**src/common/mid_map.svh**
```systemverilog
// offsets, field positions and timing counts of the opcode decoder
// assumes: included by the package user, no surroundings needed
`ifndef MID_MAP_SVH
`define MID_MAP_SVH
`define MID_CLK_PER_MC 2
`define MID_REG_LSB 0
`define MID_REG_W 3
`define MID_AJ_LOW_W 5
`define MID_AJ_JMP_LOW 5'h01
`define MID_AJ_CALL_LOW 5'h11
`define MID_EXT_SEL_STORE 4'h0
`define MID_OPC_TRAP_STORE 8'hA5
`define MID_MUL_CYC 3'h4
`endif

```
**src/common/mid_pkg.sv**
```systemverilog
// types of the opcode decoder
// assumes: nothing beyond the map header
package mid_pkg;
    typedef enum logic [5:0] {
        MID_OP_NOP = 6'd0, MID_OP_ADD, MID_OP_ADDC, MID_OP_SUBB, MID_OP_INC,
        MID_OP_DEC, MID_OP_INC_DP, MID_OP_MUL, MID_OP_DIV, MID_OP_DA,
        MID_OP_ANL, MID_OP_ORL, MID_OP_XRL, MID_OP_CLR_A, MID_OP_CPL_A,
        MID_OP_SWAP, MID_OP_RL, MID_OP_RLC, MID_OP_RR, MID_OP_RRC,
        MID_OP_MOV, MID_OP_MOV_DP, MID_OP_MOVC_DP, MID_OP_MOVC_PC,
        MID_OP_XRD, MID_OP_XWR, MID_OP_PUSH, MID_OP_POP, MID_OP_XCH,
        MID_OP_XCHD, MID_OP_CLR_BIT, MID_OP_SET_BIT, MID_OP_CPL_BIT,
        MID_OP_ANL_C, MID_OP_ANL_NC, MID_OP_ORL_C, MID_OP_ORL_NC,
        MID_OP_MOV_CB, MID_OP_MOV_BC, MID_OP_ACALL, MID_OP_LCALL,
        MID_OP_RET, MID_OP_RETI, MID_OP_AJMP, MID_OP_LJMP, MID_OP_SJMP,
        MID_OP_JC, MID_OP_JNC, MID_OP_JB, MID_OP_JNB, MID_OP_JBC,
        MID_OP_JMP_IND, MID_OP_JZ, MID_OP_JNZ, MID_OP_CJNE, MID_OP_DJNZ,
        MID_OP_STORE_PM, MID_OP_TRAP, MID_OP_RSV
    } mid_op_t;
    typedef enum logic [2:0] {
        MID_SRC_NONE = 3'd0, MID_SRC_REG, MID_SRC_DIR, MID_SRC_IND,
        MID_SRC_IMM, MID_SRC_ACC, MID_SRC_CARRY
    } mid_src_t;
    typedef enum logic [2:0] {
        MID_ST_IDLE = 3'b001,
        MID_ST_OPND = 3'b010,
        MID_ST_EXEC = 3'b100
    } mid_st_t;
    typedef struct packed {
        mid_op_t op;
        mid_src_t src;
        logic [1:0] len;
        logic [2:0] cyc;
        logic [2:0] wreg;
        logic use_wreg;
        logic [2:0] page;
        logic ext_access;
        logic branch;
    } mid_dec_t;
    typedef struct packed {
        mid_st_t st;
        mid_dec_t dec;
        logic [1:0] bytes_left;
        logic [2:0] mc_left;
        logic phase;
        logic done;
    } mid_state_t;
endpackage

```
**src/design/mid_decoder.sv**
```systemverilog
// opcode decoder with machine-cycle counter for an 8-bit core
// assumes: fetch bytes arrive one per clock with a valid strobe
//
// What this block does
// - lengths 1-3 bytes, times 1/2/4; mul/div four
// - a machine cycle is two clock periods
// - eight-code blocks take register from bits 2:0
// - absolute jump/call by low five bits, page high
// - add forms decoded, each one cycle
// - add-with-carry forms decoded, each one cycle
// - subtract-with-borrow forms, each one cycle
// - and forms; immediate-to-direct two cycles
// - or forms; immediate-to-direct two cycles
// - xor forms; immediate-to-direct two cycles
// - one-cycle accumulator clear, complement, swap, rotates
// - acc/register moves one cycle; direct-to-reg two
// - data pointer load and code fetches two cycles
// - external data access one byte two cycles
// - push/pop two cycles; exchanges one cycle
// - carry and/or with bit two cycles
// - bit to carry one, carry to bit two
// - long call, return, interrupt return two cycles
// - long, short, indirect jumps two cycles
// - conditional relative branches two cycles
// - compare/decrement branches three bytes two cycles
// - 00 no-op; A5 store or break by select
`timescale 1ns/1ns
`include "mid_map.svh"
module mid_decoder import mid_pkg::*; (
    // clock and reset
    input wire logic clock,
    input wire logic nrst,
    // extension select field
    input wire logic [3:0] extended_opcode_select,
    // fetch stream
    input wire logic fetch_valid,
    input wire logic [7:0] fetch_byte,
    output logic fetch_ready,
    // datapath control
    output mid_dec_t dec_out,
    output logic [7:0] opnd1,
    output logic [7:0] opnd2,
    output logic busy,
    output logic mc_tick,
    output logic insn_done
);
    logic rst_s1_r;
    logic rst_s2_r;
    mid_state_t s_r;
    mid_state_t s_nxt;
    logic [7:0] opnd1_r;
    logic [7:0] opnd2_r;

    function automatic mid_dec_t mk(mid_op_t op, mid_src_t src,
                                    logic [1:0] len, logic [2:0] cyc);
        mid_dec_t d;
        d = '0;
        d.op = op;
        d.src = src;
        d.len = len;
        d.cyc = cyc;
        return d;
    endfunction

    function automatic mid_dec_t decode(logic [7:0] o, logic [3:0] sel);
        mid_dec_t d;
        logic [3:0] hi;
        hi = o[7:4];
        d = mk(MID_OP_RSV, MID_SRC_NONE, 2'd1, 3'd1);
        if (o[3]) begin
            // eight-code register blocks
            unique case (hi)
                4'h0: d = mk(MID_OP_INC, MID_SRC_REG, 2'd1, 3'd1);
                4'h1: d = mk(MID_OP_DEC, MID_SRC_REG, 2'd1, 3'd1);
                4'h2: d = mk(MID_OP_ADD, MID_SRC_REG, 2'd1, 3'd1);
                4'h3: d = mk(MID_OP_ADDC, MID_SRC_REG, 2'd1, 3'd1);
                4'h4: d = mk(MID_OP_ORL, MID_SRC_REG, 2'd1, 3'd1);
                4'h5: d = mk(MID_OP_ANL, MID_SRC_REG, 2'd1, 3'd1);
                4'h6: d = mk(MID_OP_XRL, MID_SRC_REG, 2'd1, 3'd1);
                4'h7: d = mk(MID_OP_MOV, MID_SRC_IMM, 2'd2, 3'd1);
                4'h8: d = mk(MID_OP_MOV, MID_SRC_REG, 2'd2, 3'd2);
                4'h9: d = mk(MID_OP_SUBB, MID_SRC_REG, 2'd1, 3'd1);
                4'hA: d = mk(MID_OP_MOV, MID_SRC_DIR, 2'd2, 3'd2);
                4'hB: d = mk(MID_OP_CJNE, MID_SRC_IMM, 2'd3, 3'd2);
                4'hC: d = mk(MID_OP_XCH, MID_SRC_REG, 2'd1, 3'd1);
                4'hD: d = mk(MID_OP_DJNZ, MID_SRC_REG, 2'd3, 3'd2);
                4'hE: d = mk(MID_OP_MOV, MID_SRC_REG, 2'd1, 3'd1);
                4'hF: d = mk(MID_OP_MOV, MID_SRC_ACC, 2'd1, 3'd1);
            endcase
            d.wreg = o[`MID_REG_LSB +: `MID_REG_W];
            d.use_wreg = 1'b1;
        end else if (o[4:0] == `MID_AJ_JMP_LOW || o[4:0] == `MID_AJ_CALL_LOW)
        begin
            // absolute forms carry the page
            d = mk(o[4] ? MID_OP_ACALL : MID_OP_AJMP, MID_SRC_NONE,
                   2'd2, 3'd2);
            d.page = o[7:5];
        end else if (o[2:1] == 2'b11) begin
            // indirect pointer register pairs
            unique case (hi)
                4'h0: d = mk(MID_OP_INC, MID_SRC_IND, 2'd1, 3'd1);
                4'h1: d = mk(MID_OP_DEC, MID_SRC_IND, 2'd1, 3'd1);
                4'h2: d = mk(MID_OP_ADD, MID_SRC_IND, 2'd1, 3'd1);
                4'h3: d = mk(MID_OP_ADDC, MID_SRC_IND, 2'd1, 3'd1);
                4'h4: d = mk(MID_OP_ORL, MID_SRC_IND, 2'd1, 3'd1);
                4'h5: d = mk(MID_OP_ANL, MID_SRC_IND, 2'd1, 3'd1);
                4'h6: d = mk(MID_OP_XRL, MID_SRC_IND, 2'd1, 3'd1);
                4'h7: d = mk(MID_OP_MOV, MID_SRC_IMM, 2'd2, 3'd1);
                4'h8: d = mk(MID_OP_MOV, MID_SRC_IND, 2'd2, 3'd2);
                4'h9: d = mk(MID_OP_SUBB, MID_SRC_IND, 2'd1, 3'd1);
                4'hA: d = mk(MID_OP_MOV, MID_SRC_DIR, 2'd2, 3'd2);
                4'hB: d = mk(MID_OP_CJNE, MID_SRC_IND, 2'd3, 3'd2);
                4'hC: d = mk(MID_OP_XCH, MID_SRC_IND, 2'd1, 3'd1);
                4'hD: d = mk(MID_OP_XCHD, MID_SRC_IND, 2'd1, 3'd1);
                4'hE: d = mk(MID_OP_MOV, MID_SRC_IND, 2'd1, 3'd1);
                4'hF: d = mk(MID_OP_MOV, MID_SRC_ACC, 2'd1, 3'd1);
            endcase
            d.wreg = {2'b00, o[0]};
            d.use_wreg = 1'b1;
        end else begin
            unique case (o)
                8'h00: d = mk(MID_OP_NOP, MID_SRC_NONE, 2'd1, 3'd1);
                8'h02: d = mk(MID_OP_LJMP, MID_SRC_NONE, 2'd3, 3'd2);
                8'h03: d = mk(MID_OP_RR, MID_SRC_ACC, 2'd1, 3'd1);
                8'h04: d = mk(MID_OP_INC, MID_SRC_ACC, 2'd1, 3'd1);
                8'h05: d = mk(MID_OP_INC, MID_SRC_DIR, 2'd2, 3'd1);
                8'h10: d = mk(MID_OP_JBC, MID_SRC_DIR, 2'd3, 3'd2);
                8'h12: d = mk(MID_OP_LCALL, MID_SRC_NONE, 2'd3, 3'd2);
                8'h13: d = mk(MID_OP_RRC, MID_SRC_ACC, 2'd1, 3'd1);
                8'h14: d = mk(MID_OP_DEC, MID_SRC_ACC, 2'd1, 3'd1);
                8'h15: d = mk(MID_OP_DEC, MID_SRC_DIR, 2'd2, 3'd1);
                8'h20: d = mk(MID_OP_JB, MID_SRC_DIR, 2'd3, 3'd2);
                8'h22: d = mk(MID_OP_RET, MID_SRC_NONE, 2'd1, 3'd2);
                8'h23: d = mk(MID_OP_RL, MID_SRC_ACC, 2'd1, 3'd1);
                8'h24: d = mk(MID_OP_ADD, MID_SRC_IMM, 2'd2, 3'd1);
                8'h25: d = mk(MID_OP_ADD, MID_SRC_DIR, 2'd2, 3'd1);
                8'h30: d = mk(MID_OP_JNB, MID_SRC_DIR, 2'd3, 3'd2);
                8'h32: d = mk(MID_OP_RETI, MID_SRC_NONE, 2'd1, 3'd2);
                8'h33: d = mk(MID_OP_RLC, MID_SRC_ACC, 2'd1, 3'd1);
                8'h34: d = mk(MID_OP_ADDC, MID_SRC_IMM, 2'd2, 3'd1);
                8'h35: d = mk(MID_OP_ADDC, MID_SRC_DIR, 2'd2, 3'd1);
                8'h40: d = mk(MID_OP_JC, MID_SRC_CARRY, 2'd2, 3'd2);
                8'h42: d = mk(MID_OP_ORL, MID_SRC_ACC, 2'd2, 3'd1);
                8'h43: d = mk(MID_OP_ORL, MID_SRC_IMM, 2'd3, 3'd2);
                8'h44: d = mk(MID_OP_ORL, MID_SRC_IMM, 2'd2, 3'd1);
                8'h45: d = mk(MID_OP_ORL, MID_SRC_DIR, 2'd2, 3'd1);
                8'h50: d = mk(MID_OP_JNC, MID_SRC_CARRY, 2'd2, 3'd2);
                8'h52: d = mk(MID_OP_ANL, MID_SRC_ACC, 2'd2, 3'd1);
                8'h53: d = mk(MID_OP_ANL, MID_SRC_IMM, 2'd3, 3'd2);
                8'h54: d = mk(MID_OP_ANL, MID_SRC_IMM, 2'd2, 3'd1);
                8'h55: d = mk(MID_OP_ANL, MID_SRC_DIR, 2'd2, 3'd1);
                8'h60: d = mk(MID_OP_JZ, MID_SRC_ACC, 2'd2, 3'd2);
                8'h62: d = mk(MID_OP_XRL, MID_SRC_ACC, 2'd2, 3'd1);
                8'h63: d = mk(MID_OP_XRL, MID_SRC_IMM, 2'd3, 3'd2);
                8'h64: d = mk(MID_OP_XRL, MID_SRC_IMM, 2'd2, 3'd1);
                8'h65: d = mk(MID_OP_XRL, MID_SRC_DIR, 2'd2, 3'd1);
                8'h70: d = mk(MID_OP_JNZ, MID_SRC_ACC, 2'd2, 3'd2);
                8'h72: d = mk(MID_OP_ORL_C, MID_SRC_DIR, 2'd2, 3'd2);
                8'h73: d = mk(MID_OP_JMP_IND, MID_SRC_ACC, 2'd1, 3'd2);
                8'h74: d = mk(MID_OP_MOV, MID_SRC_IMM, 2'd2, 3'd1);
                8'h75: d = mk(MID_OP_MOV, MID_SRC_IMM, 2'd3, 3'd2);
                8'h80: d = mk(MID_OP_SJMP, MID_SRC_NONE, 2'd2, 3'd2);
                8'h82: d = mk(MID_OP_ANL_C, MID_SRC_DIR, 2'd2, 3'd2);
                8'h83: d = mk(MID_OP_MOVC_PC, MID_SRC_ACC, 2'd1, 3'd2);
                8'h84: d = mk(MID_OP_DIV, MID_SRC_ACC, 2'd1,
                              `MID_MUL_CYC);
                8'h85: d = mk(MID_OP_MOV, MID_SRC_DIR, 2'd3, 3'd2);
                8'h90: d = mk(MID_OP_MOV_DP, MID_SRC_IMM, 2'd3, 3'd2);
                8'h92: d = mk(MID_OP_MOV_BC, MID_SRC_CARRY, 2'd2, 3'd2);
                8'h93: d = mk(MID_OP_MOVC_DP, MID_SRC_ACC, 2'd1, 3'd2);
                8'h94: d = mk(MID_OP_SUBB, MID_SRC_IMM, 2'd2, 3'd1);
                8'h95: d = mk(MID_OP_SUBB, MID_SRC_DIR, 2'd2, 3'd1);
                8'hA0: d = mk(MID_OP_ORL_NC, MID_SRC_DIR, 2'd2, 3'd2);
                8'hA2: d = mk(MID_OP_MOV_CB, MID_SRC_DIR, 2'd2, 3'd1);
                8'hA3: d = mk(MID_OP_INC_DP, MID_SRC_NONE, 2'd1, 3'd2);
                8'hA4: d = mk(MID_OP_MUL, MID_SRC_ACC, 2'd1,
                              `MID_MUL_CYC);
                8'hB0: d = mk(MID_OP_ANL_NC, MID_SRC_DIR, 2'd2, 3'd2);
                8'hB2: d = mk(MID_OP_CPL_BIT, MID_SRC_DIR, 2'd2, 3'd1);
                8'hB3: d = mk(MID_OP_CPL_BIT, MID_SRC_CARRY, 2'd1, 3'd1);
                8'hB4: d = mk(MID_OP_CJNE, MID_SRC_IMM, 2'd3, 3'd2);
                8'hB5: d = mk(MID_OP_CJNE, MID_SRC_DIR, 2'd3, 3'd2);
                8'hC0: d = mk(MID_OP_PUSH, MID_SRC_DIR, 2'd2, 3'd2);
                8'hC2: d = mk(MID_OP_CLR_BIT, MID_SRC_DIR, 2'd2, 3'd1);
                8'hC3: d = mk(MID_OP_CLR_BIT, MID_SRC_CARRY, 2'd1, 3'd1);
                8'hC4: d = mk(MID_OP_SWAP, MID_SRC_ACC, 2'd1, 3'd1);
                8'hC5: d = mk(MID_OP_XCH, MID_SRC_DIR, 2'd2, 3'd1);
                8'hD0: d = mk(MID_OP_POP, MID_SRC_DIR, 2'd2, 3'd2);
                8'hD2: d = mk(MID_OP_SET_BIT, MID_SRC_DIR, 2'd2, 3'd1);
                8'hD3: d = mk(MID_OP_SET_BIT, MID_SRC_CARRY, 2'd1, 3'd1);
                8'hD4: d = mk(MID_OP_DA, MID_SRC_ACC, 2'd1, 3'd1);
                8'hD5: d = mk(MID_OP_DJNZ, MID_SRC_DIR, 2'd3, 3'd2);
                8'hE0: d = mk(MID_OP_XRD, MID_SRC_NONE, 2'd1, 3'd2);
                8'hE2, 8'hE3: d = mk(MID_OP_XRD, MID_SRC_IND, 2'd1, 3'd2);
                8'hE4: d = mk(MID_OP_CLR_A, MID_SRC_ACC, 2'd1, 3'd1);
                8'hE5: d = mk(MID_OP_MOV, MID_SRC_DIR, 2'd2, 3'd1);
                8'hF0: d = mk(MID_OP_XWR, MID_SRC_ACC, 2'd1, 3'd2);
                8'hF2, 8'hF3: d = mk(MID_OP_XWR, MID_SRC_IND, 2'd1, 3'd2);
                8'hF4: d = mk(MID_OP_CPL_A, MID_SRC_ACC, 2'd1, 3'd1);
                8'hF5: d = mk(MID_OP_MOV, MID_SRC_ACC, 2'd2, 3'd1);
                `MID_OPC_TRAP_STORE: begin
                    // extension select picks the meaning
                    if (sel == `MID_EXT_SEL_STORE) begin
                        d = mk(MID_OP_STORE_PM, MID_SRC_ACC, 2'd1, 3'd2);
                    end else begin
                        d = mk(MID_OP_TRAP, MID_SRC_NONE, 2'd1, 3'd1);
                    end
                end
                default: d = mk(MID_OP_RSV, MID_SRC_NONE, 2'd1, 3'd1);
            endcase
            if (o[1:0] == 2'b11 && o[7:4] == 4'h0) begin
                d.src = MID_SRC_ACC;
            end
            d.wreg = {2'b00, o[0]};
            d.use_wreg = (o[3:1] == 3'b001) && o[7:5] >= 3'd7;
        end
        d.ext_access = (d.op == MID_OP_XRD || d.op == MID_OP_XWR);
        d.branch = d.op inside {MID_OP_ACALL, MID_OP_LCALL, MID_OP_RET,
            MID_OP_RETI, MID_OP_AJMP, MID_OP_LJMP, MID_OP_SJMP, MID_OP_JC,
            MID_OP_JNC, MID_OP_JB, MID_OP_JNB, MID_OP_JBC, MID_OP_JMP_IND,
            MID_OP_JZ, MID_OP_JNZ, MID_OP_CJNE, MID_OP_DJNZ};
        return d;
    endfunction

    ////////////////////////////////////////////////////////////////////
    always_ff @(posedge clock or negedge nrst) begin
        if (!nrst) begin
            rst_s1_r <= 1'b0;
            rst_s2_r <= 1'b0;
        end else begin
            rst_s1_r <= 1'b1;
            rst_s2_r <= rst_s1_r;
        end
    end

    ////////////////////////////////////////////////////////////////////
    assign fetch_ready = s_r.st != MID_ST_EXEC;

    always_comb begin
        s_nxt = s_r;
        s_nxt.done = 1'b0;
        unique case (s_r.st)
            MID_ST_IDLE: begin
                if (fetch_valid) begin
                    s_nxt.dec = decode(fetch_byte, extended_opcode_select);
                    s_nxt.bytes_left = s_nxt.dec.len - 2'd1;
                    s_nxt.mc_left = s_nxt.dec.cyc;
                    s_nxt.phase = 1'b0;
                    s_nxt.st = (s_nxt.dec.len == 2'd1) ? MID_ST_EXEC
                                                       : MID_ST_OPND;
                end
            end
            MID_ST_OPND: begin
                if (fetch_valid) begin
                    s_nxt.bytes_left = s_r.bytes_left - 2'd1;
                    if (s_r.bytes_left == 2'd1) begin
                        s_nxt.st = MID_ST_EXEC;
                    end
                end
            end
            MID_ST_EXEC: begin
                // two clocks per machine cycle
                s_nxt.phase = ~s_r.phase;
                if (s_r.phase) begin
                    s_nxt.mc_left = s_r.mc_left - 3'd1;
                    if (s_r.mc_left == 3'd1) begin
                        s_nxt.st = MID_ST_IDLE;
                        s_nxt.done = 1'b1;
                    end
                end
            end
        endcase
    end

    always_ff @(posedge clock or negedge rst_s2_r) begin
        if (!rst_s2_r) begin
            s_r <= '{st: MID_ST_IDLE, dec: '0, bytes_left: 2'd0,
                     mc_left: 3'd0, phase: 1'b0, done: 1'b0};
            opnd1_r <= 8'h00;
            opnd2_r <= 8'h00;
        end else begin
            s_r <= s_nxt;
            if (s_r.st == MID_ST_OPND && fetch_valid) begin
                if (s_r.bytes_left == s_r.dec.len - 2'd1) begin
                    opnd1_r <= fetch_byte;
                end else begin
                    opnd2_r <= fetch_byte;
                end
            end
        end
    end

    assign dec_out = s_r.dec;
    assign opnd1 = opnd1_r;
    assign opnd2 = opnd2_r;
    assign busy = s_r.st != MID_ST_IDLE;
    assign mc_tick = s_r.st == MID_ST_EXEC && s_r.phase;
    assign insn_done = s_r.done;

    ////////////////////////////////////////////////////////////////////
    property p_exec_len;
        @(posedge clock) disable iff (!rst_s2_r)
        (s_r.st == MID_ST_IDLE && s_nxt.st == MID_ST_EXEC)
            |=> (s_r.st == MID_ST_EXEC) [*2];
    endproperty
    a_exec_len: assert property (p_exec_len)
        else $error("machine cycle shorter than two clocks");

    property p_muldiv;
        @(posedge clock) disable iff (!rst_s2_r)
        (s_r.st == MID_ST_IDLE && fetch_valid &&
         (fetch_byte == 8'hA4 || fetch_byte == 8'h84))
            |=> ##8 insn_done;
    endproperty
    a_muldiv: assert property (p_muldiv)
        else $error("multiply or divide not four machine cycles");

    property p_wreg;
        @(posedge clock) disable iff (!rst_s2_r)
        (s_r.st == MID_ST_IDLE && fetch_valid && fetch_byte[3])
            |=> dec_out.wreg == $past(fetch_byte[2:0]);
    endproperty
    a_wreg: assert property (p_wreg)
        else $error("register number not from low opcode bits");

    property p_page;
        @(posedge clock) disable iff (!rst_s2_r)
        (s_r.st == MID_ST_IDLE && fetch_valid && fetch_byte[3:0] == 4'h1)
            |=> dec_out.page == $past(fetch_byte[7:5]);
    endproperty
    a_page: assert property (p_page)
        else $error("absolute target page not from top opcode bits");

    property p_ext_select;
        @(posedge clock) disable iff (!rst_s2_r)
        (s_r.st == MID_ST_IDLE && fetch_valid &&
         fetch_byte == `MID_OPC_TRAP_STORE)
            |=> dec_out.op == (($past(extended_opcode_select) ==
                                `MID_EXT_SEL_STORE) ? MID_OP_STORE_PM
                                                    : MID_OP_TRAP);
    endproperty
    a_ext_select: assert property (p_ext_select)
        else $error("extension select not applied to store or break");

    property p_done_pulse;
        @(posedge clock) disable iff (!rst_s2_r)
        insn_done |=> !insn_done;
    endproperty
    a_done_pulse: assert property (p_done_pulse)
        else $error("completion pulse longer than one clock");

    property p_tick_pair;
        @(posedge clock) disable iff (!rst_s2_r)
        mc_tick |=> !mc_tick;
    endproperty
    a_tick_pair: assert property (p_tick_pair)
        else $error("machine cycle tick on adjacent clocks");
endmodule

```
**config.mk**
```make
export PLATFORM = sky130hd
export DESIGN_NAME = mid_decoder
export DESIGN_NICKNAME = d
export VERILOG_FILES = /design/src/common/mid_pkg.sv /design/src/design/mid_decoder.sv
export VERILOG_INCLUDE_DIRS = /design/src /design/src/common
export SDC_FILE = /design/constraint.sdc
export NUM_CORES = 1
export LEC_CHECK = 0
export BUFFER_PORTS_ARGS = -buffer_cell sky130_fd_sc_hd__buf_2
export CORE_ASPECT_RATIO = 1.2
export CORE_UTILIZATION = 45
export DETAILED_ROUTE_END_ITERATION = 7
export GPL_ROUTABILITY_DRIVEN = 0
export PLACE_DENSITY = 0.64
export SLEW_MARGIN = 10
export SYNTH_ARGS = -nofsm -noshare
export SYNTH_HDL_FRONTEND = slang
export SYNTH_SLANG_ARGS = --single-unit
```
**constraint.sdc**
```tcl
create_clock -name clock -period 1.4 [get_ports clock]
set_input_delay 0.14 -clock clock [delete_from_list [all_inputs] [get_ports clock]]
set_output_delay 0.14 -clock clock [all_outputs]
set_load 0.01 [all_outputs]
```
==> flow_metrics.env, run 1 <==
export IMPL_status="stopped before the end"
export IMPL_lastStage="global routing (5_1_grt)"
export IMPL_error_line="[ERROR GRT-0232] Routing congestion too high. Check the congestion heatmap in the GUI."
export IMPL_synth_area_top_cells="dfrtp_1, nand2_1, o21ai_0"
export IMPL_synthCells=620
export IMPL_yosysSeqAreaShare_pct=27.5
export IMPL_htree_levels=2
export IMPL_yosys_warnings=0
export IMPL_dp_final_hpwl_um=14900
export IMPL_synth_edf_count=0
export IMPL_fp_row_count=40
export IMPL_postSynth_asyncResetShare_pct=100
export IMPL_synth_main_ff_cell="dfrtp_1"
export IMPL_overflow=33
export IMPL_avgSynthCellArea_um2=7.50
export IMPL_synth_top_area_share_pct=26.9
export IMPL_synth_top_cell_by_area="dfrtp_1"
export IMPL_syn_area_mm2=0.00465
export IMPL_cts_buffers=5
export IMPL_start_util_pct=46.4
export IMPL_io_buffers=57
export IMPL_io_pins=58
export IMPL_syn_nets=648
export IMPL_clkSinkCount=51
export IMPL_worst_ep_kind="register input"
export IMPL_dieHeight_um=113
export IMPL_track_usage_pct=69.9
export IMPL_clockBufferDepth=2
export IMPL_ys_ff_latch=51
export IMPL_grt_max_degree=23
export IMPL_die_w_um=94.8
export IMPL_crit_endpoint="dec_out[0]$_DFFE_PN0P_/D"
export IMPL_cts_root_buffer="clkbuf_16"
export IMPL_yosysUniqueCellTypes=78
[Yosys cell counts, types with 8 or more instances]
cell      count
a21oi_1      50
buf_2        13
buf_4        28
clkbuf_1     36
dfrtp_1      50
ha_1         13
inv_1        13
nand2_1      81
nand3_1      30
nor2_1       44
nor3_1        8
nor4_1        8
o21ai_0      60
o21ai_1       8
o22ai_1       8
o31ai_1      12
[cells by family after synthesis]
logic type	count (synthesis)	share of synthesized area, %
other cells	1	0.0807
xor+xnor	1	0.188
compound gates	216	30.4
fa+ha+maj	13	3.50
mux	4	0.969
buf+inv	96	10.5
simple gates	238	26.8
flops	51	27.5
[routing by layer]
metal	overflow	global-route usage [%]
met5	0	12.3
met4	11	68.7
met3	0	50.5
met2	21	89.3
met1	1	70.5
[repair_timing]
item                                   4_1_cts
pin swaps                                   72
buffers inserted                            49
hold buffers                                 1
cloned                                       9
setup endpoints to repair                   48
resized for setup                          190
endpoints found under the hold margin        2
[stage by stage]
stage          setup WS [ns]  instance area (µm²)  TNS, ns  std cells
3_5_place_dp           -1.60                 6310   -30.27        919
2_1_floorplan          -1.23                 4840   -18.40        620
3_3_place_gp           -1.50                 6310   -28.33        919
4_1_cts                -1.06                 7860   -18.41        980
==> inputs of run 2 (changes only) <==
Settings changed: CORE_ASPECT_RATIO 1.2 to not set, CORE_UTILIZATION 45 to 30, PLACE_DENSITY 0.64 to not set, PLACE_DENSITY_LB_ADDON set to 0.15.
Clock period 1.4 ns to 1.8 ns, I/O delays scaled along.
==> run 2 against run 1 <==
  * The flow now finishes, with violations (negative setup slack)
  * Synthesized cell count is the same
  * Synthesized area is the same
==> flow_metrics.env, run 2 <==
export IMPL_rsz0062_at_grt="true"
export IMPL_avgSynthCellArea_um2=7.50
export IMPL_syn_nets=648
export IMPL_cts_buffers=5
export IMPL_critPathTopFamily="simple AND/OR/NAND/NOR gates"
export IMPL_max_stage_delay_ns=0.35
export IMPL_cp_max_fo=14
export IMPL_final_core_util_pct=51.8
export IMPL_clockBufferDepth=2
export IMPL_cp_data_arrival_time_ns=2.84
export IMPL_cp_num_buf_inv=4
export IMPL_grt_max_degree=50
export IMPL_placedCellCount=980
export IMPL_path_cells="buf_12 -> ha_4 -> buf_12 -> and3b_2 -> o31ai_2 -> o2111ai_2 -> nor4_4 -> nor4b_4 -> buf_4 -> o31ai_4 -> inv_2 -> ha_4 -> nand3_2 -> a21oi_2 -> a21oi_1 -> nor2_1"
export IMPL_dp_final_hpwl_um=16000
export IMPL_yosys_warnings=0
export IMPL_crit_required_ns=2.04
export IMPL_end_kind="flop"
export IMPL_synth_edf_count=0
export IMPL_io_pins=58
export IMPL_fin_setup_tns_ns=-10.29
export IMPL_synth_area_top_cells="dfrtp_1, nand2_1, o21ai_0"
export IMPL_fin_area_mm2=0.00785
export IMPL_die_area_mm2=0.0160
export IMPL_min_period_ns=2.61
export IMPL_hold_ws_ns=0.201
export IMPL_synth_main_ff_cell="dfrtp_1"
export IMPL_stdcell_count=1038
export IMPL_first_pass_iters=6
export IMPL_setup_viol=21
export IMPL_drive_gt1_share_pct=51.3
export IMPL_track_usage_pct=27.7
export IMPL_grt_pass1_vias=6040
export IMPL_syn_area_mm2=0.00465
export IMPL_nets=877
export IMPL_drc=0
export IMPL_hold_class="in2async"
export IMPL_finClkSkew_ns=0.0118
export IMPL_clkSinkCount=51
export IMPL_synthCells=620
export IMPL_clock_latency_ns=0.30
export IMPL_dieHeight_um=126
export IMPL_fmax_mhz=383
export IMPL_grt_pass1_wl_um=34200
export IMPL_cp_start_kind="primary input"
export IMPL_viasPerCell=5.97
export IMPL_slew_headroom_pct=65.7
export IMPL_cts_root_buffer="clkbuf_16"
export IMPL_vias=6193
export IMPL_wl_per_cell_um=21.6
export IMPL_overflow=0
export IMPL_layout_commonest_cell="buf_4"
export IMPL_worst_slack_ns=-0.808
export IMPL_synthToLayoutAreaGrowth_pct=68.8
export IMPL_vdd_ir_drop_worst_v=0.000668
export IMPL_r2r_setup_slack_ns=0.08
export IMPL_io_buffers=57
export IMPL_fin_crit_sh_pct=145
export IMPL_htree_levels=2
export IMPL_place_ws_ns=-1.26
export IMPL_die_w_um=126
export IMPL_cts_tree="built"
export IMPL_clk_pin_slew_ns=0.07
export IMPL_routed_wl_um=22400
export IMPL_antenna_found_initial=0
export IMPL_diodes=0
export IMPL_synth_top_cell_by_area="dfrtp_1"
export IMPL_synth_most_common_cell="nand2_1"
export IMPL_p_leak_nw=3.53
export IMPL_nFillCells=1378
export IMPL_drv_cap=0
export IMPL_criticalPathCategory="in2reg"
export IMPL_ys_ff_latch=51
export IMPL_core_mm2=0.0151
export IMPL_yosysUniqueCellTypes=78
export IMPL_yosysSeqAreaShare_pct=27.5
export IMPL_start_util_pct=30.7
export IMPL_slowest_stage="o31ai_2"
export IMPL_status="complete, but fails checks"
export IMPL_fp_row_count=45
export IMPL_post_dp_cell_area_mm2=0.00634
export IMPL_postSynth_asyncResetShare_pct=100
export IMPL_largest_reg_flops=23
export IMPL_final_cell_mix="buf_4, nand2_1, dfrtp_1, buf_2, o21ai_0"
export IMPL_violations="negative setup slack"
export IMPL_slew_violations=0
export IMPL_ant_nets=0
export IMPL_worst_pin_slew_ns=0.507
export IMPL_finalPower_mw=5.29
export IMPL_pwr_density_cell_mw_per_mm2=675
export IMPL_hold_viol_final=0
export IMPL_drt_iter0_drc=679
export IMPL_synth_top_area_share_pct=26.9
export IMPL_synth_common_cells="nand2_1, o21ai_0, a21oi_1, dfrtp_1, nor2_1"
## run 2: cell counts after synthesis
No cell type changed its count.
## run 2: worst paths after layout
check | from | to | depth (start not counted)
min in group clock | fetch_valid | s_r[30] | 2
min | nrst | rst_s1_r | 2
min reg2reg | rst_s2_r | opnd2[4] | 1
max in group asynchronous | rst_s2_r | s_r[30] | 1
max reg2reg | s_r[30] | dec_out[9] | 6
max | fetch_byte[5] | s_r[32] | 16
## run 2: worst register-to-register path, stage by stage (launching register included)
cell      delay (ns)
dfstp_2         0.55
nor3b_2         0.19
nand2_1         0.13
a211oi_1        0.43
o31ai_4         0.14
buf_4           0.17
nand2_1         0.05
## run 2: timing repair
action | CTS | global route
resized for setup | 162 | 52
setup buffers | 34 | 16
cloned | 1 | 0
hold buffers | 1 | 0
endpoints found under the setup margin | 21 | 22
pin swaps | 60 | 30
hold endpoints to repair | 2 | 0
## run 2: metal layers
layer	up-vias	wire [µm]	GRT usage, %
li1	2728	-	-
met1	2858	8490	33.7
met2	436	10100	45.5
met3	171	2060	5.53
met4	0	1700	16.4
met5	-	0	0
## run 2: cells by family after synthesis
kind of cell / count (synthesis) / share of synthesized area (%)
simple gates: 238 / 26.8
xor+xnor: 1 / 0.188
compound gates: 216 / 30.4
buf+inv: 96 / 10.5
mux: 4 / 0.969
other cells: 1 / 0.0807
fa+ha+maj: 13 / 3.50
flops: 51 / 27.5
## run 2: report_power, final
part	internal [mW]	leakage (nW)	switching (mW)
clock	0.514	0.0669	0.421
sequential	1.54	0.653	0.239
combinational	1.19	2.81	1.38
## run 2: layout make-up
class | count | area [µm²] | area share [%]
Sequential cell | 51 | 1280 | 16.3
Tap cell | 188 | 235 | 3.00
Multi-Input combinational cell | 473 | 3680 | 47.0
Inverter | 17 | 78.8 | 1.00
Clock inverter | 2 | 12.5 | 0.159
Timing Repair Buffer | 301 | 2430 | 30.9
Clock buffer | 6 | 129 | 1.64
Power figures use the tool's default switching activity.
